`src/ch_synth_map.svh`:
```
// register offsets, reset values and field positions of the channel bank
// assumes an 8-bit register port with a 4-bit register index
`ifndef CH_SYNTH_MAP_SVH
`define CH_SYNTH_MAP_SVH
`define A_SPACING   4'h0
`define A_BASE_LO   4'h1
`define A_BASE_HI   4'h2
`define A_CHAN_LO   4'h3
`define A_CHAN_MODE 4'h4
`define A_PLL       4'h5
`define A_CAL       4'h6
`define A_OSC       4'h7
`define R_SPACING   8'h08
`define R_BASE_LO   8'hf8
`define R_BASE_HI   8'h8c
`define R_CHAN_LO   8'h00
`define R_CHAN_MODE 8'h00
`define R_PLL       8'h08
`define R_CAL       6'h00
`define R_OSC       8'h10
`define PLL_RW_MASK 8'h3d
`define PLL_LOCK    1
`define PLL_LBW     5:4
`define MODE_SCHEME 7:6
`define MODE_MSB    0
`define OSC_FS      4
`define OSC_TRIM    3:0
`define OSC_MASK    8'h1f
`endif

```
`src/ch_synth_pkg.sv`:
```
// types shared by the channel and synthesizer configuration bank
// assumes nothing beyond a sv-2012 compiler
package ch_synth_pkg;
  typedef enum logic [1:0] {
    SCHEME_IEEE, SCHEME_FINE_400, SCHEME_FINE_800, SCHEME_FINE_2G4
  } scheme_t;
endpackage

```
`src/channel_synth_config_regs.sv`:
```
// channel, synthesizer and oscillator configuration registers
// assumes an spi decoder in front giving one-cycle read/write strobes
`timescale 1ns/1ps
`include "ch_synth_map.svh"
module channel_synth_config_regs (
  input  wire logic                  core_clk,
  input  wire logic                  resetn,
  input  wire logic                  reg_wr,
  input  wire logic                  reg_rd,
  input  wire logic [3:0]            reg_addr,
  input  wire logic [7:0]            reg_wdata,
  output logic      [7:0]            reg_rdata,
  input  wire logic                  band_is_2g4,
  input  wire logic                  radio_off_state,
  input  wire logic                  transmit_prepare_state,
  input  wire logic                  synth_locked,
  input  wire logic                  cal_done,
  input  wire logic [5:0]            cal_result,
  output logic                       cal_start,
  output ch_synth_pkg::scheme_t      channel_scheme_select,
  output logic      [15:0]           act_base_freq,
  output logic      [8:0]            act_chan_num,
  output logic      [7:0]            act_spacing,
  output logic      [23:0]           synth_word,
  output logic      [1:0]            loop_bw_adjust,
  output logic      [3:0]            osc_trim,
  output logic                       fast_start_enable,
  output logic                       radio_ready_irq,
  output logic                       radio_error_irq
);
  import ch_synth_pkg::*;

  //////////////////////////////////////////////////////////////////////////
  logic [7:0]  spacing, base_lo, base_hi, chan_lo, mode, pll, osc;
  logic [7:0]  next_spacing, next_base_lo, next_base_hi, next_chan_lo;
  logic [7:0]  next_mode, next_pll, next_osc, next_rdata;
  logic [5:0]  center_cal_value, next_cal;
  logic [15:0] next_act_base;
  logic [8:0]  next_act_chan;
  logic [7:0]  next_act_spacing;
  logic [23:0] next_word;
  logic        next_cal_start, was_off, was_locked;
  logic        next_ready, next_error;
  logic        wr_apply;

  // ieee word needs 18 bits: 65535 + 511 * 255
  function automatic logic [23:0] channel_word(
    input logic [1:0] scheme, input logic [15:0] base,
    input logic [8:0] cn, input logic [7:0] cs, input logic [7:0] lo);
    logic [16:0] prod;
    prod = 17'(cn * cs);
    if (scheme == 2'(SCHEME_IEEE))
      channel_word = 24'(base) + 24'(prod);
    else
      channel_word = {base, lo};
  endfunction

  assign wr_apply = reg_wr && (reg_addr == `A_CHAN_MODE);
  // the analog loop ignores this field on the 2.4 ghz synthesizer
  assign loop_bw_adjust = band_is_2g4 ? 2'h0 : pll[`PLL_LBW];
  assign osc_trim = osc[`OSC_TRIM];
  assign fast_start_enable = osc[`OSC_FS];

  //////////////////////////////////////////////////////////////////////////
  always_comb begin
    next_spacing = spacing;
    next_base_lo = base_lo;
    next_base_hi = base_hi;
    next_chan_lo = chan_lo;
    next_mode = mode;
    next_pll = pll;
    next_osc = osc;
    if (reg_wr) begin
      unique case (reg_addr)
        `A_SPACING:   next_spacing = reg_wdata;
        `A_BASE_LO:   next_base_lo = reg_wdata;
        `A_BASE_HI:   next_base_hi = reg_wdata;
        `A_CHAN_LO:   next_chan_lo = reg_wdata;
        `A_CHAN_MODE: next_mode = reg_wdata;
        `A_PLL: next_pll = reg_wdata & `PLL_RW_MASK;
        `A_OSC: next_osc = reg_wdata & `OSC_MASK;
        default: ;
      endcase
    end
  end

  always_ff @(posedge core_clk) begin
    if (!resetn) begin
      spacing <= `R_SPACING;
      base_lo <= `R_BASE_LO;
      base_hi <= `R_BASE_HI;
      chan_lo <= `R_CHAN_LO;
      mode <= `R_CHAN_MODE;
      pll <= `R_PLL;
      osc <= `R_OSC;
    end else begin
      spacing <= next_spacing;
      base_lo <= next_base_lo;
      base_hi <= next_base_hi;
      chan_lo <= next_chan_lo;
      mode <= next_mode;
      pll <= next_pll;
      osc <= next_osc;
    end
  end

  //////////////////////////////////////////////////////////////////////////
  // pending bytes reach the synthesizer only here, so a half-written
  // channel never retunes the loop
  always_comb begin
    next_act_base = act_base_freq;
    next_act_chan = act_chan_num;
    next_act_spacing = act_spacing;
    next_word = synth_word;
    if (wr_apply) begin
      next_act_base = {base_hi, base_lo};
      next_act_chan = {reg_wdata[`MODE_MSB], chan_lo};
      next_act_spacing = spacing;
      next_word = channel_word(reg_wdata[`MODE_SCHEME],
        {base_hi, base_lo}, {reg_wdata[`MODE_MSB], chan_lo},
        spacing, chan_lo);
    end
  end

  always_ff @(posedge core_clk) begin
    if (!resetn) begin
      act_base_freq <= {`R_BASE_HI, `R_BASE_LO};
      act_chan_num <= 9'h000;
      act_spacing <= `R_SPACING;
      synth_word <= 24'(16'({`R_BASE_HI, `R_BASE_LO}));
      channel_scheme_select <= SCHEME_IEEE;
    end else begin
      act_base_freq <= next_act_base;
      act_chan_num <= next_act_chan;
      act_spacing <= next_act_spacing;
      synth_word <= next_word;
      if (wr_apply)
        channel_scheme_select <= scheme_t'(reg_wdata[`MODE_SCHEME]);
    end
  end

  //////////////////////////////////////////////////////////////////////////
  always_comb begin
    next_cal_start = wr_apply ||
      (was_off && transmit_prepare_state);
    next_cal = cal_done ? cal_result : center_cal_value;
    next_ready = transmit_prepare_state && synth_locked &&
      !was_locked;
    next_error = was_locked && !synth_locked;
    next_rdata = reg_rdata;
    if (reg_rd) begin
      unique case (reg_addr)
        `A_SPACING:   next_rdata = spacing;
        `A_BASE_LO:   next_rdata = base_lo;
        `A_BASE_HI:   next_rdata = base_hi;
        `A_CHAN_LO:   next_rdata = chan_lo;
        `A_CHAN_MODE: next_rdata = mode;
        `A_PLL: begin
          next_rdata = pll;
          next_rdata[`PLL_LOCK] = synth_locked;
        end
        `A_CAL: next_rdata = {2'h0, center_cal_value};
        `A_OSC: next_rdata = osc;
        default: next_rdata = 8'h00;
      endcase
    end
  end

  always_ff @(posedge core_clk) begin
    if (!resetn) begin
      cal_start <= 1'b0;
      center_cal_value <= `R_CAL;
      radio_ready_irq <= 1'b0;
      radio_error_irq <= 1'b0;
      reg_rdata <= 8'h00;
      was_off <= 1'b0;
      was_locked <= 1'b0;
    end else begin
      cal_start <= next_cal_start;
      center_cal_value <= next_cal;
      radio_ready_irq <= next_ready;
      radio_error_irq <= next_error;
      reg_rdata <= next_rdata;
      was_off <= radio_off_state;
      was_locked <= synth_locked;
    end
  end
endmodule

```
`config.mk`:
```
export PLATFORM = sky130hd
export DESIGN_NAME = channel_synth_config_regs
export DESIGN_NICKNAME = d
export VERILOG_FILES = /design/src/ch_synth_pkg.sv /design/src/channel_synth_config_regs.sv
export VERILOG_INCLUDE_DIRS = /design/src
export SDC_FILE = /design/constraint.sdc
export NUM_CORES = 1
export LEC_CHECK = 0
export ABC_CLOCK_PERIOD_IN_PS = 8200
export BUFFER_PORTS_ARGS = -buffer_cell sky130_fd_sc_hd__buf_4
export CORE_MARGIN = 2
export CORE_UTILIZATION = 46
export CTS_BUF_LIST = sky130_fd_sc_hd__clkbuf_8
export DETAILED_ROUTE_END_ITERATION = 6
export MAX_ROUTING_LAYER = met4
export PLACE_DENSITY_LB_ADDON = 0.12
export SYNTH_ARGS = -nofsm -noshare
export SYNTH_HDL_FRONTEND = slang
export SYNTH_SLANG_ARGS = --single-unit
```
`constraint.sdc`:
```
create_clock -name core_clk -period 8.2 [get_ports core_clk]
set_input_delay 0.41 -clock core_clk [delete_from_list [all_inputs] [get_ports core_clk]]
set_output_delay 0.41 -clock core_clk [all_outputs]
set_load 0.005 [all_outputs]
```
# Word level (Yosys, flattened, before mapping)
# Cells that the tools add are included.
# totals
reg_bits	128
latchBits	0
mem_bits_rw	0
mem_bits_ro	0
inputBits	27
out_inout_bits	77
elab_cells	48
n_memories	0
# op_classes
add_sub_neg	1
n_mul	1
div	0
magnitude_cmp	0
n_eq_ne	7
n_shift	0
n_mux	3
bitwise_logic	0
n_reduce_logical	17
# ops
cell	n
case mux 8 bit (8 select lines)	1
two-way mux 24 bit	1
adder 16 x 17 -> 18 bit	1
multiplier 9 x 8 -> 17 bit	1
equality test 4 x 3 -> 1 bit, second input constant	4
AND reduction 2 bit	7
equality test 4 x 2 -> 1 bit, second input constant	2
logical AND 1 bit	5
equality test 4 x 1 -> 1 bit, second input constant	1
logical NOT 4 bit	1
logical NOT 1 bit	2
logical NOT 2 bit	1
two-way mux 2 bit	1
logical OR 1 bit	1

# Logic depth before layout (Yosys ltp)
# Gate-level depths: netlist (run 1).
# depth
depth_word	3
mapped_depth	18
ltp_nobuf	17

# Worst setup path after synthesis (run 1)
# No wires, ideal clock.
# synth_timing
path_type	reg2reg
startpoint	register spacing[1]
endpoint	register synth_word[14]
setup_ns	0.126
arrival_time_ns	4.232
required_time_ns	8.074
slack_ns	3.842
path_stages_with_launch	17
path_buffers	1
synth_period_minus_slack_ns	4.358
path_cell_list	dfxtp_1 -> clkbuf_1 -> nand2_1 -> fa_1 -> inv_1 -> fa_1 -> inv_1 -> fa_1 -> fa_1 -> inv_1 -> ha_1 -> a21o_1 -> a21oi_1 -> a21oi_1 -> a221oi_1 -> mux2i_1 -> a31oi_1
# synth_between
elab_chain_len	3
# synth_lines
element	line_no	text
start: declaration	channel_synth_config_regs.sv:34	logic [7:0] spacing, base_lo, base_hi, chan_lo, mode, pll, osc;
start signal: assignment	channel_synth_config_regs.sv:89	spacing <= `R_SPACING;
start signal: assignment	channel_synth_config_regs.sv:97	spacing <= next_spacing;
multiplier 9 x 8 -> 17 bit	channel_synth_config_regs.sv:51	prod = 17'(cn * cs);
adder 16 x 17 -> 18 bit	channel_synth_config_regs.sv:53	channel_word = 24'(base) + 24'(prod);
two-way mux 24 bit	channel_synth_config_regs.sv:52	if (scheme == 2'(SCHEME_IEEE))
end signal: assignment	channel_synth_config_regs.sv:130	synth_word <= 24'(16'({`R_BASE_HI, `R_BASE_LO}));
end signal: assignment	channel_synth_config_regs.sv:136	synth_word <= next_word;
end: declaration	channel_synth_config_regs.sv:24	output logic [23:0] synth_word,
# No other way between the ends.
# A chain may end at the register's enable or synchronous reset.

# Worst setup path after layout (run 1)
# Same ends and word-level chain as after synthesis.

==> out/metrics.cfg, run 1 <==
[outcome]
status=finished, final reports clean

[clock_network]
cts_setup_buffers=0
cts_hold_buf=0
cts_buffers=17
cts.sinks=125
cts_resized=0
cts_tree=yes
cts_root_buffer=clkbuf_8
path_clk_slew_ps=80
clk-insertion-delay-late_ps=450
htree_levels=4
clock_path_buffers=2

[synthesis]
synth_edf_count=0
synth_top_area_share_pct=30.7
ys_types=52
syn_area_um2=8160
yosysTopAreaCell=dfxtp_1
ys_ff_latch=125
async_flop_share_pct=0
synthCells=924
yosys_warnings=0
avgSynthCellArea_um2=8.83
synth_ff_type=dfxtp_1
seq_area_frac_synth_pct=30.7
synth.area.top_cells=dfxtp_1 31%, fa_1 14%, nand2_1 6.9%, mux2i_1 6.6%, ha_1 5.8%
synth_fp_nets=1046

[routing]
viasPerCell=5.36
ant_nets=0
postRouteWirelength_mm=22.5
wl_per_cell_um=18.4
vias=6540
firstDrtPassIters=5
dr.first_iter.drc_count=586
drc_errors=0

[pwr]
power_uw=1280
power_leakage_uw=0.00433
ir_drop_mv=0.144
pwr_density_cell_nw_per_um2=137

[timing]
layout_min_cycle_time_ps=4820
tightestPinTransition_ps=943
tns_ps=0
clock.fmax_mhz=208
skew_ps=13.6
hold_violations=0
slew_headroom_pct=37.0
finalSetupViolations=0
hold_slack_ps=157
rsz0062_at_grt=no
period_share_pct=58.7
slew_violations=0

[die]
ios=104
die_h_um=137
initial_core_util_pct=47.2
die-area_um2=18800
die_x_um=137
coreArea_um2=17300
row_count=48

[cells_and_area]
fin_util_pct=54.1
area.growth.synth_to_final_pct=14.6
largest_register_ffs=24
drive_gt1_share_pct=15.5
layout.cells.non_filler=1221
nNetsFinal=1107
reg_top3=synth_word x24, act_base_freq x16
top_register=synth_word
final_cell_mix=149 x nand2_1, 125 x dfxtp_1, 114 x inv_1
diodes=0
final_common_cell=nand2_1

[setup_path]
cp.arrival_ps=5140
critPathSlowestCell=dfxtp_1
worst_setup_path_end_kind=flop
path_class=flop to flop
reg2reg_depth=15
worstPathRequired_ps=8520
max_stage_delay_ps=720
crit_top_cell=fa_1
r2r_start=spacing[1]
crit_chain=nand2_1, fa_1, inv_1, fa_1, inv_1, fa_1, fa_1, inv_1, ha_1, a21o_1, a21oi_1, a21oi_1, a221oi_1, mux2i_1, a31oi_1
timing.rr.end=synth_word[14]
critical_path_depth=15
crit_family=adder cells
startpoint_type=flop
crit_buf_inv=3
r2r_slack_ps=3380
path_max_fanout=12

[hold_path]
min_path_cells=2
hold_path_startpoint=synth_locked
hold_class=input port to flop
min_to=radio_error_irq

[global_routing]
grt_usage_pct=25.7
met1_usage_pct=35.7
grt_pass1_wl_mm=35.1
met3_usage_pct=5.59
grt_pass1_vias=6178
use_met2_pct=38.5
overflow=0
antenna_found_initial=0
grt_max_degree=77
busiest_layer=met2

[placement]
numPortBuffers=103
place_congestion=0.855
dp_hpwl_mm=16.0
dp.cells=1191

[run]
cap_violations=0

## cells in the mapped netlist, types with 2 or more instances
| cell type | n |
|---|---|
| a211oi_1 | 5 |
| a21boi_0 | 39 |
| a21o_1 | 7 |
| a21oi_1 | 20 |
| a221o_1 | 2 |
| a221oi_1 | 5 |
| a31oi_1 | 7 |
| and2_1 | 51 |
| and3_1 | 6 |
| buf_2 | 15 |
| buf_4 | 5 |
| clkbuf_1 | 46 |
| dfxtp_1 | 125 |
| fa_1 | 57 |
| ha_1 | 38 |
| inv_1 | 113 |
| mux2_2 | 3 |
| mux2i_1 | 54 |
| mux4_2 | 7 |
| nand2_1 | 149 |
| nand2b_1 | 4 |
| nand3_1 | 17 |
| nand4_1 | 2 |
| nor2_1 | 16 |
| nor2b_1 | 49 |
| nor3_1 | 7 |
| nor3b_1 | 3 |
| o211a_1 | 4 |
| o211ai_1 | 14 |
| o21a_1 | 7 |
| o21ai_0 | 11 |
| o22ai_1 | 9 |
| or2_2 | 2 |
| or3_1 | 3 |
| xnor2_1 | 3 |
| xor2_1 | 3 |
## per-stage QoR
stage / area, um^2 / worst slack (ps)
3_3_place_gp: 8980 / 3430
2_1_floorplan: 8160 / 3840
3_5_place_dp: 8980 / 3400
6_report: 9350 / 3380
4_1_cts: 9350 / 3390
5_1_grt: 9350 / 3150
## metal layers
metal / wire (um) / vias to the layer above
met4: 274 / 0
met1: 10500 / 3163
li1: - / 3128
met3: 1440 / 20
met2: 10200 / 229
met5: 0 / -
## cells by family (layout without fill, tap and decap cells)
group / count (synthesis) / count (layout) / synth area share [%]
buffers and inverters: 179 / 251 / 8.69
adders and majority gates: 95 / 95 / 19.8
muxes: 64 / 64 / 8.97
and+or+nand+nor: 313 / 313 / 18.9
AOI/OAI and AO/OA: 142 / 142 / 12.3
DFF: 125 / 125 / 30.7
xor gates and xnor gates: 6 / 6 / 0.644
## cell type report
class / instances / area (um^2)
fillers: 1655 / 7940
clock inverters: 13 / 144
multi-input cells: 620 / 4960
inverters: 113 / 424
well taps: 225 / 282
clock buffers: 17 / 234
flip-flops and latches: 125 / 2500
repair buffers: 108 / 811
## where the power goes
part,switching [uW],internal (uW)
registers,11.1,617
logic,64.6,49.6
clock network,271,269
## worst max-delay path by stage
| stage | start | end | slack (ps) |
|---|---|---|---|
| 2_1_floorplan | spacing[1] | synth_word[14] | 3840 |
| 3_3_place_gp | spacing[1] | synth_word[14] | 3430 |
| 3_5_place_dp | spacing[1] | synth_word[14] | 3400 |
| 4_1_cts | spacing[1] | synth_word[14] | 3390 |
| 5_1_grt | spacing[1] | synth_word[14] | 3150 |
| 6_report | spacing[1] | synth_word[14] | 3380 |
Note: power is estimated with default switching activity, not from simulation.
==> inputs of run 2 (changes only) <==
Settings changed: ABC_CLOCK_PERIOD_IN_PS 8200 to 4280.
Clock period 8.2 ns to 4.28 ns, I/O delays scaled along.
==> out/metrics.cfg, run 2 (synthesized netlist as in run 1, its figures left out) <==
[cells_and_area]
nNetsFinal=1175  ; +6.1%
drive_gt1_share_pct=24.1  ; +8.6 points
area.growth.synth_to_final_pct=23.4
reg_top3=synth_word x24, act_base_freq x16
largest_register_ffs=24  ; unchanged
fill_cells=1586  ; -4.2%
diodes=0  ; unchanged
final_cell_mix=170 x buf_4, 147 x nand2_1, 114 x inv_1
top_register=synth_word
final_common_cell=buf_4

[clock_network]
clock_path_buffers=2  ; unchanged
path_clk_slew_ps=80  ; about the same
cts_root_buffer=clkbuf_8
cts_setup_buffers=0  ; unchanged
cts_tree=yes
cts.sinks=125  ; unchanged
clk-insertion-delay-late_ps=450  ; about the same
cts_buffers=17  ; unchanged
htree_levels=4  ; unchanged

[routing]
ant_nets=0  ; unchanged
dr.first_iter.drc_count=490  ; -16%
drc_errors=0  ; unchanged
vias=6790  ; +3.8%
postRouteWirelength_mm=23.4  ; +4.2%
viasPerCell=5.26  ; -1.8%
wl_per_cell_um=18.1  ; -1.4%
firstDrtPassIters=5  ; unchanged

[setup_path]
path_class=flop to flop
worstPathRequired_ps=4670  ; -3850 ps
worst_setup_path_end_kind=flop
startpoint_type=flop
cp.arrival_ps=4570  ; -570 ps
r2r_start=spacing[7]
path_max_fanout=9  ; -3
cp-startpoint=spacing[7]

[global_routing]
overflow=0  ; unchanged
grt_pass1_vias=6354  ; +2.8%
grt_max_degree=82  ; +6.5%
grt_usage_pct=26.0  ; +0.30 points
grt_pass1_wl_mm=35.7  ; +1.8%
antenna_found_initial=0  ; unchanged

[pwr]
ir_drop_mv=0.195  ; +35%
power_leakage_uw=0.00471  ; +8.9%
pwr_density_cell_nw_per_um2=255  ; +86%

[timing]
period_share_pct=97.6  ; +39 points
slew_headroom_pct=30.7  ; -6.3 points
hold_violations=0  ; unchanged
hold_slack_ps=16.3  ; -141 ps
tightestPinTransition_ps=1040  ; +94.9 ps
clock.fmax_mhz=239  ; +15%
slew_violations=0  ; unchanged
rsz0062_at_grt=yes
layout_min_cycle_time_ps=4180  ; -639 ps
skew_ps=16.4  ; +2.81 ps
tns_ps=0  ; unchanged
finalSetupViolations=0  ; unchanged

[die]
die_x_um=137  ; unchanged
row_count=48  ; unchanged
die-area_um2=18800  ; unchanged
coreArea_um2=17300  ; unchanged
ios=104  ; unchanged
die_h_um=137  ; unchanged
initial_core_util_pct=47.2  ; unchanged

[placement]
dp_hpwl_mm=17.6  ; +11%
numPortBuffers=103  ; unchanged
place_congestion=0.915  ; +7.0%

[hold_path]
hold_path_startpoint=cal_result[2]
hold_class=input port to flop

[outcome]
status=finished, final reports clean

[run]
cap_violations=0  ; unchanged

-- run 2: stage by stage --
| step | worst slack [ps] | util (%) | instances | cell area (um^2) | total power, uW |
|---|---|---|---|---|---|
| 3_3_place_gp | -178 | 54.8 | 1257 | 9470 | 1460 |
| 3_5_place_dp | -187 | 54.8 | 1257 | 9470 | 1460 |
| 4_1_cts | 3.33 | 57.4 | 1291 | 9930 | 2580 |
| 2_1_floorplan | 27.6 | - | 924 | 8170 | 1360 |
| 5_1_grt | -49.9 | 58.2 | 1291 | 10100 | 2650 |
| 6_report | 103 | 58.2 | 1291 | 10100 | 2570 |
-- run 2: critical path, stage by stage (launching register included) --
cell and delay (ps):
dfxtp_2 350, buf_4 170, and2_1 160, fa_1 500
fa_1 530, fa_1 490, inv_1 60, fa_1 520
inv_1 40, ha_2 200, or2_2 320, o21a_1 250
buf_4 150, o31ai_2 200, o211a_1 170
-- run 2: per-layer routing --
layer	share of wire, %	GRT usage, %	vias to the layer above
li1	-	-	3260
met2	46	39.3	189
met5	0	-	-
met4	1.8	6.99	0
met3	5.0	4.67	28
met1	47	36.1	3313
-- run 2: final timing paths --
check / to / slack (ps) / cells past startpoint
worst max-delay path: synth_word[9] / 100 / 14
worst min-delay path: center_cal_value[2] / 20 / 3
worst max register to register: synth_word[9] / 100 / 14
worst min register to register: radio_error_irq / 450 / 2
-- run 2: cell type report --
cell class	count	area, um^2	share of cell area [%]
Clock inverter	15	184	1.83
Clock buffer	17	234	2.32
Multi-Input combinational cell	620	5070	50.4
Timing Repair Buffer	176	1340	13.3
Sequential cell	125	2530	25.2
Tap cell	225	282	2.80
Inverter	113	424	4.21
-- run 2: where the power goes --
| part | switching (uW) | internal [uW] |
|---|---|---|
| Sequential | 14.5 | 1180 |
| Clock | 539 | 585 |
| Combinational | 138 | 112 |
-- run 2: repair_timing --
action,CTS,global route
resized for setup,7,39
hold buffers,2,0
endpoints found under the hold margin,2,0
endpoints found under the setup margin,8,10
pin swaps,0,15
==> inputs of run 3 (changes only) <==
Settings changed: ABC_AREA set to 1, ABC_CLOCK_PERIOD_IN_PS 4280 to 5200, PLACE_DENSITY set to 0.62, PLACE_DENSITY_LB_ADDON 0.12 to unset.
Clock period 4.28 ns to 5.2 ns, I/O delays scaled along.
==> out/metrics.cfg, run 3 <==
[timing]
rsz0062_at_grt=no
period_share_pct=84.3  ; -13 points
setup_ws_ps=815  ; +712 ps
layout_min_cycle_time_ps=4390  ; +208 ps
slew_headroom_pct=25.9  ; -4.8 points
skew_ps=12.8  ; -3.64 ps
slew_violations=0  ; unchanged
hold_violations=0  ; unchanged
tightestPinTransition_ps=1110  ; +72.3 ps
finalSetupViolations=0  ; unchanged
tns_ps=0  ; unchanged
clock.fmax_mhz=228  ; -4.7%

[cells_and_area]
fin_area_um2=9190  ; -8.7%
layout.cells.non_filler=1401  ; +8.5%
multi_input_area_um2=4310  ; -15%
drive_gt1_share_pct=13.0  ; -11 points
largest_register_ffs=24  ; unchanged
top_register=synth_word
area.growth.synth_to_final_pct=15.6
nNetsFinal=1285  ; +9.4%
final_cell_mix=249 x nand2_1, 227 x inv_1, 125 x dfxtp_1
reg_top3=synth_word x24, act_base_freq x16
fin_util_pct=53.7  ; -4.5 points
diodes=0  ; unchanged
final_common_cell=nand2_1
fill_cells=1706  ; +7.6%
regArea_um2=2500  ; -1.3%

[outcome]
status=finished, final reports clean

[global_routing]
antenna_found_initial=0  ; unchanged
grt_usage_pct=27.2  ; +1.2 points
grt_pass1_wl_mm=37.2  ; +4.3%
overflow=0  ; unchanged
grt_pass1_vias=6856  ; +7.9%
grt_max_degree=80  ; -2.4%

[hold_path]
min_path_cells=3  ; unchanged
hold_path_startpoint=cal_result[3]
min_to=center_cal_value[3]
hold_class=input port to flop

[setup_path]
worstPathRequired_ps=5500  ; +830 ps
r2r_slack_ps=810  ; +710 ps
r2r_start=spacing[5]
reg2reg_depth=19  ; +5
timing.rr.end=synth_word[13]
path_max_fanout=12  ; +3
max_stage_delay_ps=630  ; +100 ps
cp.arrival_ps=4690  ; +120 ps
path_class=flop to flop
crit_chain=nand2_1, fa_1, fa_1, inv_1, fa_1, inv_1, fa_1, inv_1, ha_1, nand2_1, inv_1, nand2_1, nand3_1, nand2_1, nand2_1, nand2_1, nand3_1, nand2_1, a21oi_1
crit_top_cell=nand2_1
worst_setup_path_end_kind=flop
startpoint_type=flop
critPathSlowestCell=dfxtp_1

[synthesis]
synth_edf_count=0  ; unchanged
ys_ff_latch=125  ; unchanged
synth_top_area_share_pct=31.5  ; +0.81 points
avgSynthCellArea_um2=7.30  ; -17%
ys_types=34  ; -35%
seq_area_frac_synth_pct=31.5  ; +0.81 points
synth_ff_type=dfxtp_1
synth.area.top_cells=dfxtp_1 31%, fa_1 14%, nand2_1 12%, inv_1 11%, a21oi_1 7.2%
yosys_warnings=0  ; unchanged
async_flop_share_pct=0  ; unchanged
synth_fp_nets=1212  ; +16%
syn_area_um2=7950  ; -2.6%
synth.most_common_cell=nand2_1
synthTopCellsByCount=249 x nand2_1, 226 x inv_1, 125 x dfxtp_1
synthCells=1090  ; +18%
yosysTopAreaCell=dfxtp_1

[pwr]
power_leakage_uw=0.00463  ; -1.7%
pwr_density_cell_nw_per_um2=230  ; -9.8%
ir_drop_mv=0.160  ; -18%

[placement]
place_congestion=0.944  ; +3.2%
dpl_cell_area_um2=8760  ; -7.5%
dp_hpwl_mm=17.3  ; -2.0%
dp.cells=1367  ; +8.8%
numPortBuffers=103  ; unchanged
place_ws_ps=891  ; +1080 ps

[clock_network]
cts.sinks=125  ; unchanged
cts_root_buffer=clkbuf_8
cts_setup_buffers=0  ; unchanged
clock_path_buffers=2  ; unchanged
htree_levels=4  ; unchanged
cts_resized=0  ; -7
cts_tree=yes
path_clk_slew_ps=80  ; about the same
clk-insertion-delay-late_ps=450  ; about the same
cts_buffers=17  ; unchanged

[die]
die_x_um=135  ; -1.2%
initial_core_util_pct=46.5  ; -0.72 points
die-area_um2=18400  ; -2.5%
row_count=48  ; unchanged
ios=104  ; unchanged
coreArea_um2=17100  ; -1.0%
die_h_um=135  ; -1.2%

[routing]
firstDrtPassIters=7  ; +2
dr.first_iter.drc_count=463  ; -5.5%
vias=7067  ; +4.1%
wl_per_cell_um=16.5  ; -8.9%
postRouteWirelength_mm=23.1  ; -1.2%
viasPerCell=5.04  ; -4.1%
drc_errors=0  ; unchanged
ant_nets=0  ; unchanged

[run]
cap_violations=0  ; unchanged

==> run 3: stage by stage <==
| stage | hold slack (ps) | power (uW) |
|---|---|---|
| 2_1_floorplan | 338 | 1140 |
| 3_3_place_gp | 432 | 1230 |
| 3_5_place_dp | 433 | 1230 |
| 4_1_cts | 7.36 | 2130 |
| 5_1_grt | 10.9 | 2200 |
| 6_report | 25.4 | 2110 |
==> run 3: repair_timing <==
action / in CTS / in global routing
hold buffers: 2 / 0
endpoints found under the setup margin: 0 / 0
hold endpoints to repair: 2 / 0
==> run 3: how the worst max path moves through the flow <==
stage / start / to / slack, ps
4_1_cts: spacing[5] / synth_word[13] / 870
3_5_place_dp: spacing[5] / synth_word[13] / 890
3_3_place_gp: chan_lo[5] / synth_word[17] / 910
6_report: spacing[5] / synth_word[13] / 810
2_1_floorplan: spacing[2] / synth_word[17] / 1190
5_1_grt: spacing[5] / synth_word[13] / 580
==> run 3: cells by family after synthesis <==
kind of cell / Yosys count / synth area share, %
fa+ha+maj: 95 / 20.3
flops: 125 / 31.5
compound gates: 229 / 15.4
simple gates: 350 / 17.8
buf+inv: 285 / 14.3
xor+xnor: 6 / 0.661
==> run 3: layout make-up <==
cell class | instances | share of cell area, %
multi-input combinational | 680 | 46.9
tap | 225 | 3.06
sequential | 125 | 27.2
clock inverter | 14 | 1.74
clock buffer | 18 | 2.70
timing repair buffer | 108 | 8.88
inverter | 231 | 9.45
==> run 3: metal layers <==
metal / vias to the layer above / GRT usage, % / share of wire (%)
met5: - / - / 0
met4: 0 / 8.33 / 2.3
met3: 46 / 3.74 / 4.6
met2: 206 / 42.3 / 47
met1: 3296 / 37.2 / 47
li1: 3519 / - / -
==> run 3: where the power goes <==
group / switching [uW] / total (uW) / internal (uW)
Combinational: 136 / 211 / 75.4
Clock: 456 / 906 / 450
Sequential: 19.1 / 997 / 978
==> run 3: worst max-delay path: cells and delay by family (launching register included) <==
family | cells | cell delay, ps
compound gates | 1 | 60
fa+ha+maj | 5 | 2410
buf+inv | 4 | 210
flops | 1 | 630
simple gates | 9 | 910
